### config.mk
export PLATFORM = sky130hd
export DESIGN_NAME = drive_bus_command_status_word
export DESIGN_NICKNAME = d
export VERILOG_FILES = /design/src/include/drive_cmd_pkg.sv /design/src/verilog/din_sync.sv /design/src/verilog/drive_bus_command_status_word.sv
export SDC_FILE = /design/constraint.sdc
export NUM_CORES = 1
export LEC_CHECK = 0
export ABC_AREA = 1
export BUFFER_PORTS_ARGS = -buffer_cell sky130_fd_sc_hd__buf_2
export CAP_MARGIN = 20
export CORE_MARGIN = 2
export CORE_UTILIZATION = 44
export DETAILED_ROUTE_END_ITERATION = 10
export PLACE_DENSITY_LB_ADDON = 0.15
export SYNTH_ARGS = -nofsm -noshare
export SYNTH_HDL_FRONTEND = slang
export SYNTH_HIERARCHICAL = 1
export SYNTH_SLANG_ARGS = --single-unit
### constraint.sdc
create_clock -name core_clk -period 2.9 [get_ports core_clk]
set_input_delay 0.435 -clock core_clk [delete_from_list [all_inputs] [get_ports core_clk]]
set_output_delay 0.435 -clock core_clk [all_outputs]
set_load 0.005 [all_outputs]
### src/include/drive_cmd_pkg.sv
// Constants, types and field layout for the drive command/state block
// Function
// - Bit 10 low ignores whole command word
// - Bits 01:00 pick one of four presets
// - Bit 02 low: DC brake and stop
// - Bit 03 low: output off, motor coasts
// - Bit 03 high: start only if all allow
// - Bit 04 low: quick-stop ramp to standstill
// - Bit 05 low freezes frequency; only inputs trim
// - Frozen: stop only by coast or brake
// - Bit 06 low ramp stop; high allows start
// - Trip reset only on bit 07 rising edge
// - Bit 08 high selects jog speed
// - Bit 09 selects ramp set one or two
// - Bits 11,12 drive relays if function selected
// - Bits 14:13 pick set-up when multi-set-up
// - Bit 15 reverses if source bus/and/or
// - State bits 03,04,06: trip, error, lock
// - State bit 08: speed equals reference
// - State bit 09 low refuses bus control
// - State bits 10,11: in limits, operating
// - State bits 12-15: temp, volts, torque, timer
// - Link loss forces state word zero
// - Speed values: signed, 16384 is 100 %
package drive_cmd_pkg;
    localparam int CW_PRESET_LO  = 0;
    localparam int CW_PRESET_HI  = 1;
    localparam int CW_NO_BRAKE   = 2;
    localparam int CW_NO_COAST   = 3;
    localparam int CW_NO_QSTOP   = 4;
    localparam int CW_NO_HOLD    = 5;
    localparam int CW_START      = 6;
    localparam int CW_RESET      = 7;
    localparam int CW_JOG        = 8;
    localparam int CW_RAMP2      = 9;
    localparam int CW_VALID      = 10;
    localparam int CW_RELAY1     = 11;
    localparam int CW_RELAY2     = 12;
    localparam int CW_SETUP_LO   = 13;
    localparam int CW_SETUP_HI   = 14;
    localparam int CW_REVERSE    = 15;

    localparam int SW_CTRL_READY = 0;
    localparam int SW_DRV_READY  = 1;
    localparam int SW_ENABLE     = 2;
    localparam int SW_TRIP       = 3;
    localparam int SW_ERROR      = 4;
    localparam int SW_RESERVED   = 5;
    localparam int SW_TRIP_LOCK  = 6;
    localparam int SW_WARNING    = 7;
    localparam int SW_AT_REF     = 8;
    localparam int SW_BUS_CTRL   = 9;
    localparam int SW_IN_LIMIT   = 10;
    localparam int SW_RUNNING    = 11;
    localparam int SW_OVERTEMP   = 12;
    localparam int SW_VOLTAGE    = 13;
    localparam int SW_TORQUE     = 14;
    localparam int SW_TIMER      = 15;

    // Command word after reset: all stop bits asserted, data invalid
    localparam logic [15:0] COMMAND_WORD_RESET = 16'h0000;
    localparam logic [15:0] SPEED_FULL_SCALE   = 16'h4000;

    // Reversing source selection
    localparam logic [1:0] REV_DIGITAL = 2'h0;
    localparam logic [1:0] REV_BUS     = 2'h1;
    localparam logic [1:0] REV_AND     = 2'h2;
    localparam logic [1:0] REV_OR      = 2'h3;

    typedef enum logic [4:0] {
        ST_IDLE  = 5'b00001,
        ST_RUN   = 5'b00010,
        ST_HOLD  = 5'b00100,
        ST_STOP  = 5'b01000,
        ST_COAST = 5'b10000
    } motion_state_t;

    typedef enum logic [1:0] {
        STOP_NONE  = 2'h0,
        STOP_RAMP  = 2'h1,
        STOP_QUICK = 2'h2,
        STOP_BRAKE = 2'h3
    } stop_kind_t;

    // Configuration settings held by the drive
    typedef struct packed {
        logic [1:0] rev_source;
        logic       relay1_sel_bus;
        logic       relay2_sel_bus;
        logic       multi_setup;
    } drive_cfg_t;

    // Conditions reported by the power stage and control unit
    typedef struct packed {
        logic ctrl_ready;
        logic drv_ready;
        logic tripped;
        logic error_no_trip;
        logic trip_locked;
        logic warning;
        logic local_stop;
        logic local_ref;
        logic overtemp_auto;
        logic dc_link_bad;
        logic torque_over;
        logic thermal_over;
        logic link_lost;
    } drive_status_t;

    // Digital input functions read alongside the command word
    typedef struct packed {
        logic speed_up;
        logic slow_down;
        logic dc_brake;
        logic coast;
        logic reset_coast;
        logic start;
        logic reverse;
    } din_func_t;

    // Actions delivered to the motor control core
    typedef struct packed {
        logic       outputs_on;
        logic       run;
        stop_kind_t stop_kind;
        logic       hold;
        logic       trim_up;
        logic       trim_down;
        logic       jog;
        logic       ramp_set2;
        logic [1:0] preset_sel;
        logic [1:0] setup_sel;
        logic       reverse;
        logic       relay1;
        logic       relay2;
    } drive_action_t;
endpackage

### src/verilog/din_sync.sv
// Three-stage synchroniser for asynchronous digital inputs
`timescale 1ns/100ps
module din_sync #(
    parameter int WIDTH = 7
) (
    // Clock and reset
    input  wire logic             core_clk,
    input  wire logic             reset,
    // Raw and settled inputs
    input  wire logic [WIDTH-1:0] raw_in,
    output logic      [WIDTH-1:0] sync_out
);
    logic [WIDTH-1:0] s1_q, s2_q, s3_q, out_q;
    logic [WIDTH-1:0] out_d;

    always_comb begin
        out_d = out_q;
        // Take a new value only when stages two and three agree
        for (int i = 0; i < WIDTH; i++) begin
            if (s2_q[i] == s3_q[i]) begin
                out_d[i] = s3_q[i];
            end
        end
    end

    always_ff @(posedge core_clk or posedge reset) begin
        if (reset) begin
            s1_q  <= '0;
            s2_q  <= '0;
            s3_q  <= '0;
            out_q <= '0;
        end else begin
            s1_q  <= raw_in;
            s2_q  <= s1_q;
            s3_q  <= s2_q;
            out_q <= out_d;
        end
    end

    assign sync_out = out_q;
endmodule

### src/verilog/drive_bus_command_status_word.sv
// Command word decoder and state report word builder for the drive
`timescale 1ns/100ps
module drive_bus_command_status_word #(
    parameter int SPEED_W = 16
) (
    // Clock and reset
    input  wire logic                         core_clk,
    input  wire logic                         reset,
    // Bus side words
    input  wire logic                         cmd_write,
    input  wire logic [15:0]                  command_word,
    input  wire logic [SPEED_W-1:0]           bus_speed_ref,
    output logic      [15:0]                  state_report_word,
    output logic      [SPEED_W-1:0]           actual_output_frequency_value,
    output logic      [SPEED_W-1:0]           speed_ref_out,
    // Drive configuration and state
    input  wire drive_cmd_pkg::drive_cfg_t    cfg,
    input  wire drive_cmd_pkg::drive_status_t status,
    input  wire logic [SPEED_W-1:0]           output_freq,
    input  wire logic [SPEED_W-1:0]           speed_low_limit,
    input  wire logic [SPEED_W-1:0]           speed_high_limit,
    input  wire logic                         ramp_done,
    // Digital input pins
    input  wire drive_cmd_pkg::din_func_t     din_pins,
    // Motor control actions
    output drive_cmd_pkg::drive_action_t      action,
    output logic                              trip_reset
);
    import drive_cmd_pkg::*;

    // Latched command word, updated only by valid words
    logic [15:0]   cw_q, cw_d;
    logic          rst_bit_q, rst_bit_d;
    logic          trip_reset_q, trip_reset_d;
    motion_state_t state_q, state_d;
    drive_action_t act_q, act_d;
    logic [15:0]   stw_q, stw_d;
    logic [SPEED_W-1:0] ref_q, ref_d, mav_q, mav_d;
    din_func_t     din;
    logic          start_ok, bus_ok, rev_cmd;

    din_sync #(
        .WIDTH($bits(din_func_t))
    ) u_din_sync (
        .core_clk (core_clk),
        .reset    (reset),
        .raw_in   (din_pins),
        .sync_out (din)
    );

    function automatic logic signed_le(input logic [SPEED_W-1:0] a,
                                       input logic [SPEED_W-1:0] b);
        signed_le = $signed(a) <= $signed(b);
    endfunction

    // Bus control possible only without local stop or local reference
    assign bus_ok = !status.local_stop && !status.local_ref;

    // Command latch and reset edge
    always_comb begin
        cw_d         = cw_q;
        rst_bit_d    = rst_bit_q;
        trip_reset_d = 1'b0;
        // Invalid words and words under local control leave all unchanged
        if (cmd_write && command_word[CW_VALID] && bus_ok) begin
            cw_d      = command_word;
            rst_bit_d = command_word[CW_RESET];
            // Level alone never resets; only the rising edge does
            trip_reset_d = command_word[CW_RESET] && !rst_bit_q;
        end
    end

    always_ff @(posedge core_clk or posedge reset) begin
        if (reset) begin
            cw_q         <= COMMAND_WORD_RESET;
            rst_bit_q    <= 1'b0;
            trip_reset_q <= 1'b0;
        end else begin
            cw_q         <= cw_d;
            rst_bit_q    <= rst_bit_d;
            trip_reset_q <= trip_reset_d;
        end
    end

    // Reversal depends on the configured source
    always_comb begin
        case (cfg.rev_source)
            REV_BUS: rev_cmd = cw_q[CW_REVERSE];
            REV_AND: rev_cmd = cw_q[CW_REVERSE] && din.reverse;
            REV_OR:  rev_cmd = cw_q[CW_REVERSE] || din.reverse;
            default: rev_cmd = din.reverse;
        endcase
    end

    // Start needs every start-related bit high
    assign start_ok = cw_q[CW_NO_COAST] && cw_q[CW_NO_BRAKE]
                    && cw_q[CW_NO_QSTOP] && cw_q[CW_START]
                    && !status.tripped && !status.trip_locked
                    && !din.coast && !din.dc_brake && !din.reset_coast;

    // Motion state machine
    always_comb begin
        state_d = state_q;
        case (state_q)
            ST_IDLE: begin
                if (!cw_q[CW_NO_COAST] || din.coast || din.reset_coast) begin
                    state_d = ST_COAST;
                end else if (start_ok) begin
                    state_d = ST_RUN;
                end
            end
            ST_RUN: begin
                if (!cw_q[CW_NO_COAST] || din.coast || din.reset_coast) begin
                    state_d = ST_COAST;
                end else if (!cw_q[CW_NO_BRAKE] || !cw_q[CW_NO_QSTOP]
                             || !cw_q[CW_START] || din.dc_brake) begin
                    state_d = ST_STOP;
                end else if (!cw_q[CW_NO_HOLD]) begin
                    state_d = ST_HOLD;
                end
            end
            ST_HOLD: begin
                // Frozen output ignores ramp and quick stop requests
                if (!cw_q[CW_NO_COAST] || din.coast || din.reset_coast) begin
                    state_d = ST_COAST;
                end else if (!cw_q[CW_NO_BRAKE] || din.dc_brake) begin
                    state_d = ST_STOP;
                end else if (cw_q[CW_NO_HOLD]) begin
                    state_d = ST_RUN;
                end
            end
            ST_STOP: begin
                if (!cw_q[CW_NO_COAST] || din.coast || din.reset_coast) begin
                    state_d = ST_COAST;
                end else if (ramp_done) begin
                    state_d = ST_IDLE;
                end
            end
            ST_COAST: begin
                if (cw_q[CW_NO_COAST] && !din.coast && !din.reset_coast) begin
                    state_d = ST_IDLE;
                end
            end
            default: state_d = ST_IDLE;
        endcase
    end

    // Action outputs
    always_comb begin
        act_d            = '0;
        act_d.outputs_on = (state_d != ST_COAST) && (state_d != ST_IDLE);
        act_d.run        = (state_d == ST_RUN) || (state_d == ST_HOLD);
        act_d.hold       = (state_d == ST_HOLD);
        act_d.trim_up    = act_d.hold && din.speed_up && !din.slow_down;
        act_d.trim_down  = act_d.hold && din.slow_down;
        if (state_d == ST_STOP) begin
            if (!cw_q[CW_NO_BRAKE] || din.dc_brake) begin
                act_d.stop_kind = STOP_BRAKE;
            end else if (!cw_q[CW_NO_QSTOP]) begin
                act_d.stop_kind = STOP_QUICK;
            end else begin
                act_d.stop_kind = STOP_RAMP;
            end
        end
        act_d.preset_sel = {cw_q[CW_PRESET_HI], cw_q[CW_PRESET_LO]};
        act_d.jog        = cw_q[CW_JOG];
        act_d.ramp_set2  = cw_q[CW_RAMP2];
        act_d.relay1     = cw_q[CW_RELAY1] && cfg.relay1_sel_bus;
        act_d.relay2     = cw_q[CW_RELAY2] && cfg.relay2_sel_bus;
        // Set-up stays at the first one unless multi-set-up is chosen
        act_d.setup_sel  = cfg.multi_setup
                         ? {cw_q[CW_SETUP_HI], cw_q[CW_SETUP_LO]}
                         : 2'h0;
        act_d.reverse    = rev_cmd;
    end

    // State report word
    always_comb begin
        stw_d                = '0;
        stw_d[SW_CTRL_READY] = status.ctrl_ready && !status.tripped;
        stw_d[SW_DRV_READY]  = status.drv_ready;
        stw_d[SW_ENABLE]     = act_q.outputs_on;
        stw_d[SW_TRIP]       = status.tripped;
        stw_d[SW_ERROR]      = status.error_no_trip;
        stw_d[SW_RESERVED]   = 1'b0;
        stw_d[SW_TRIP_LOCK]  = status.trip_locked;
        stw_d[SW_WARNING]    = status.warning;
        stw_d[SW_AT_REF]     = ramp_done && act_q.run;
        stw_d[SW_BUS_CTRL]   = bus_ok;
        stw_d[SW_IN_LIMIT]   = signed_le(speed_low_limit, output_freq)
                            && signed_le(output_freq, speed_high_limit);
        stw_d[SW_RUNNING]    = start_ok || (output_freq != '0);
        stw_d[SW_OVERTEMP]   = status.overtemp_auto;
        stw_d[SW_VOLTAGE]    = status.dc_link_bad;
        stw_d[SW_TORQUE]     = status.torque_over;
        stw_d[SW_TIMER]      = status.thermal_over;
        // A lost link must not report stale good status
        if (status.link_lost) begin
            stw_d = '0;
        end
    end

    // Speed words: same 16384 = 100 % scaling both ways, no rescaling
    always_comb begin
        ref_d = ref_q;
        if (cmd_write && command_word[CW_VALID] && bus_ok) begin
            ref_d = bus_speed_ref;
        end
        mav_d = status.link_lost ? '0 : output_freq;
    end

    always_ff @(posedge core_clk or posedge reset) begin
        if (reset) begin
            state_q <= ST_IDLE;
            act_q   <= '0;
            stw_q   <= '0;
            ref_q   <= '0;
            mav_q   <= '0;
        end else begin
            state_q <= state_d;
            act_q   <= act_d;
            stw_q   <= stw_d;
            ref_q   <= ref_d;
            mav_q   <= mav_d;
        end
    end

    assign state_report_word             = stw_q;
    assign actual_output_frequency_value = mav_q;
    assign speed_ref_out                 = ref_q;
    assign action                        = act_q;
    assign trip_reset                    = trip_reset_q;
endmodule
After elaboration in Yosys (flattened, before gate mapping)

Cells that the tools add are included.

Multiply operators: 0
Shifts and indexed selects: 0
Muxes and demuxes: 20
Reduce and logical (&&, ||, !) cells: 47
Bitwise gates (word level): 0
Div/mod/pow operators: 0
Add/subtract/negate cells: 0
$lt $le $gt $ge: 2
Equality and inequality tests: 19

Operator list:

| operator                                                              | number |
|---|---|
| 5-bit 2-to-1 mux                                                      | 11 |
| 16-bit <= comparator                                                  | 2 |
| 16-bit 2-to-1 mux                                                     | 2 |
| 5-bit one-hot mux with 5 select lines                                 | 1 |
| 1-bit logical AND                                                     | 24 |
| 16-bit nonzero test                                                   | 1 |
| 1-bit zero test                                                       | 13 |
| 5-bit by 2-bit equality test with 1-bit output, second input constant | 2 |
| 5-bit by 3-bit equality test with 1-bit output, second input constant | 2 |
| 5-bit by 4-bit equality test with 1-bit output, second input constant | 2 |
| 1-bit logical OR                                                      | 9 |
| 2-bit 2-to-1 mux                                                      | 4 |
| 1-bit equality test                                                   | 6 |
| 5-bit by 1-bit equality test with 1-bit output, second input constant | 1 |
| 5-bit equality test, second input constant                            | 1 |
| 5-bit by 1-bit != test with 1-bit output, second input constant       | 1 |
| 5-bit != test, second input constant                                  | 1 |
| 2-bit equality test, second input constant                            | 2 |
| 1-bit one-hot mux with 3 select lines                                 | 1 |
| 2-bit by 1-bit equality test with 1-bit output, second input constant | 1 |
| 1-bit 2-to-1 mux                                                      | 1 |

Memories: 0
Bits of input ports: 109
Output and inout bits: 65
Bits in registers: 114
Memory bits (writable): 0
Latch bits: 0
ROM bits: 0

Longest topological paths before layout

Depth after elaboration: 14
Mapped depth: 15

By module

Netlist, hierarchy kept.

By module, submodules not included:

| module                        | instances | sequential area each (µm²) | cells each | area an instance (µm²) |
|---|---|---|---|---|
| drive_bus_command_status_word | 1         | 2103.3                     | 483        | 4072.7 |
| din_sync                      | 1         | 700.7                      | 57         | 818.3 |

Worst setup path after synthesis

No wires, ideal clock.

Path type: input to register
Start point: input output_freq[15]
End point: register stw_q[10] (netlist: state_report_word[10])
Arrival: 1.400 ns
Stages on the path: 10
Library setup time: 0.117 ns
Data required time: 2.783 ns
Setup slack: 1.383 ns
Path buffers: 0
Path through: inv_1 > ha_1 > a21oi_1 > o21ai_0 > a21oi_1 > nand2_1 > nand2_1 > nand3_1 > nand2_1 > nor2_1

Cells in the longest elaborated chain, start to end: 3
Elaborated cells between the ends (all ways): 4
Classes of those cells: order compare: 2; mux: 1; reduce/logical: 1

RTL lines:

| item                  | line                                 | RTL |
|---|---|---|
| from (decl)           | drive_bus_command_status_word.sv:19  | `input wire logic [SPEED_W-1:0] output_freq,` |
| 16-bit <= comparator  | drive_bus_command_status_word.sv:53  | `signed_le = $signed(a) <= $signed(b);` |
| 1-bit logical AND (*) | drive_bus_command_status_word.sv:191 | `&& signed_le(output_freq, speed_high_limit);` |
| 16-bit 2-to-1 mux (*) | drive_bus_command_status_word.sv:198 | `if (status.link_lost) begin` |
| net stw_d[10]         | drive_bus_command_status_word.sv:37  | `logic [15:0] stw_q, stw_d;` |
| to (signal assigned)  | drive_bus_command_status_word.sv:222 | `stw_q <= stw_d;` |
| to (decl)             | drive_bus_command_status_word.sv:37  |  |

The timed path passes the listed nets; every way through them passes the cells marked *.
A chain may end at the register's enable or synchronous reset.

==> results summary <==
The run finished with clean final reports. The combinational power share came out at between 10% and 20%. The power per unit of standard cell area came out at 534 nW/um^2. The pre-antenna-repair detailed-routing pass consisted of 5 iterations. The die outline height is approximately 110 um. The cell type of the slowest stage on the worst timing path is dfrtp_1.

The CTS clock-pin slew for the worst setup and hold paths came out at around 0.1 ns. In this run the post-CTS setup repair buffer count came out at 0. The top cell family by delay on the critical path is simple AND/OR/NAND/NOR gates. Across all setup checks in the final design, the least slack found is between 1 and 1.5 ns. The number of resized instances in the post-cts repair step came out at 0.

The detailed-route wire length is 10.8 mm. The yosys synthesis warning count came out at 6. Clock tree synthesis inserted a total of 9 buffers.

The top-level port count is ~170. The initial utilization of the core area, before any placement, comes to around 45%. The congestion estimate from routability-driven global placement came to about 0.86.

For this run, design rule violations remaining after detail routing come to 0. The worst-case clock skew came out at ~0.012 ns. The relative slew slack is just over 40%. The detailed router finished its first iteration with roughly 170 violations. The minimum period implied by the final worst setup slack came out at roughly 1.5 ns. The count of maximum capacitance violations is 0. The final design instance area without fill is around 6000 sq um.

The clock network fraction of total power is about 26%. The remaining global-route overflow came out at 0. The worst hold path belongs to the class input port to asynchronous set/reset pin. The worst setup path is launched from a flip-flop. The critical path in this run is classified as flip-flop to flip-flop. The hold-fix buffer count after cts came out at 0.

The routed via count divided by cell count came out at about 4.6. The synthesized area per cell is between 8 and 9 sq um. Setup violations remaining at the end of the flow were counted as 0. Across all hold checks on the routed design, the worst slack comes to ~0.093 ns.

The latest clock arrival within the worst-skew pair is about 0.36 ns. The placeable core region came out at 10700 sq um. STA puts the critical path data arrival time at between 1.5 and 2 ns. The net count of the mapped netlist is 673. The critical path capture point type is a flip-flop. After layout, the worst path uses a little over half of the clock period. The share of final-layout standard cells stronger than drive strength 1 came out at between 20 and 30%. The post-synthesis instance area is around 4800 sq um. The clock tree synthesis step divided the H-tree into 3 levels. The horizontal extent of the die is ~110 um.

The clock sink count is approximately 110. Synthesis produced a netlist whose cell count is ~530. The overall routing resource usage came out at approximately a fifth.

In this run the core area contains 38 standard-cell rows. Setup repair after global routing left no endpoint under its margin. TritonCTS built the clock tree. The die covers ~12000 sq um. The count of final hold-check violations is 0. The number of input and output port buffers inserted is between 150 and 200. Dividing the detail-routed wire length by the instance count gives ~13 um.

The area of placed instances is a little under 6000 sq um. The leakage dissipation came out at 3.56 nW. The number of antenna violations at the first check in global routing is 0. The maximum fanout along the worst path came out at 4. Together, buffers and inverters on the worst path number 1. The worst IR drop on VDD came out at between 0.0002 and 0.00025 V. STA puts the critical path data required time at around 3.2 ns. The internal power came out at 2.27 mW. The wire length of the first global-routing pass came out at 17.6 mm. The number of nets with antenna violations after routing is 0.

The routed layout has ~4000 vias. The critical path goes through nor2_2 -> nand4_1 -> nand3_1 -> nor2_1 -> inv_2 -> nand2_2 -> nor2_2 -> nand3b_2 -> nor2_1. The net switching share of the total power is about 29%.

The slew of the pin with the lowest slew margin is ~0.9 ns. Entering global routing, the biggest net connects slightly below 60 pins. The total half-perimeter wirelength after legalization and detailed placement is between 8 and 9 mm. The count of fill cells added during filler insertion is about 1100. The pre-CTS setup slack came out at ~0.76 ns. The number of global-route vias before repair is 3838. The maximum root-to-sink buffer count came out at 2. The number of max-slew violations in the final report came out at 0. The antenna diode count came out at 0. The achievable frequency came out at around 660 MHz. The largest incremental delay on the critical path is 0.44 ns. The area growth from synthesis to layout is 25.6%.

The net switching power came out at roughly 930 uW. The tree is rooted in a clkbuf_8. The sequential fraction of design power is between 50% and 60%. Summed over all failing endpoints, the final setup total negative slack is 0 ns. The number of nets in the finished design is 848.
==> cell type report <==
cell class              count  area (sq um)  area share [%]
flip-flops and latches    108          2700            45.1
multi-input cells         323          1680            28.0
repair buffers            174           911            15.2
inverters                  91           348            5.80
well taps                 140           175            2.92
clock buffers              11           141            2.36
clock inverters             5          35.0           0.584
==> layout by cell type (no fill, tap or decap), drive strengths merged, types with 6 or more instances in the layout <==
master	instances
buf	174
nand2	148
dfrtp	107
inv	89
nor2	61
ha	32
a21oi	24
o21ai	16
nand3	12
nand4	11
clkbuf	11
nor3	9
clkinv	6
==> routing by layer <==
| metal | vias to the layer above | GRT usage, % | share of wire [%] |
|---|---|---|---|
| li1 | 1987 | - | - |
| met1 | 1814 | 24.9 | 44 |
| met2 | 109 | 31.4 | 48 |
| met5 | - | 0 | 0 |
| met3 | 10 | 6.21 | 7.0 |
| met4 | 0 | 5.68 | 1.3 |
==> per-stage QoR <==
stage | util (%) | cells | total power [mW]
floorplan | - | 532 | 2.14
global placement | 54.1 | 835 | 2.39
detailed placement | 54.1 | 835 | 2.41
CTS | 55.8 | 851 | 3.25
global route | 56.0 | 852 | 3.42
finish | 56.0 | 852 | 3.20
==> power groups by stage <==
| stage | combinational (mW) | sequential (mW) | clock, mW |
|---|---|---|---|
| after floorplan | 0.350 | 1.79 | 0 |
| after global placement | 0.605 | 1.78 | 0 |
| final | 0.616 | 1.76 | 0.831 |
| after global routing | 0.713 | 1.78 | 0.928 |
| after detailed placement | 0.624 | 1.79 | 0 |
| after CTS | 0.627 | 1.76 | 0.863 |
==> worst paths after layout <==
kind / slack (ns) / to / startpoint / depth (start not counted)
setup / recovery: 1.39 / action[9] / state_q[3] / 9
hold / removal: 0.09 / speed_ref_out[8] / reset / 2
setup reg to reg: 1.39 / action[9] / state_q[3] / 9
hold reg to reg: 0.36 / u_din_sync/s2_q[3] / u_din_sync/s1_q[3] / 0
max in group asynchronous: 2.08 / u_din_sync/sync_out[4] / reset / 2
min in group core_clk: 0.17 / u_din_sync/s1_q[6] / din_pins[6] / 1
==> flip-flops by register name, indices dropped and copies added (netlist names), 5 cells and up <==
signal	flops
action	16
actual_output_frequency_value	16
cw_q	15
speed_ref_out	16
state_q	5
state_report_word	15
u_din_sync/s1_q	6
u_din_sync/s2_q	6
u_din_sync/s3_q	6
u_din_sync/sync_out	6
==> worst register-to-register path: cells and delay by family (launching register included) <==
family / cells / cell delay [ns]
and+or+nand+nor: 8 / 0.97
DFF: 1 / 0.44
buffers and inverters: 1 / 0.05
Note: power is estimated with default switching activity, not from simulation.
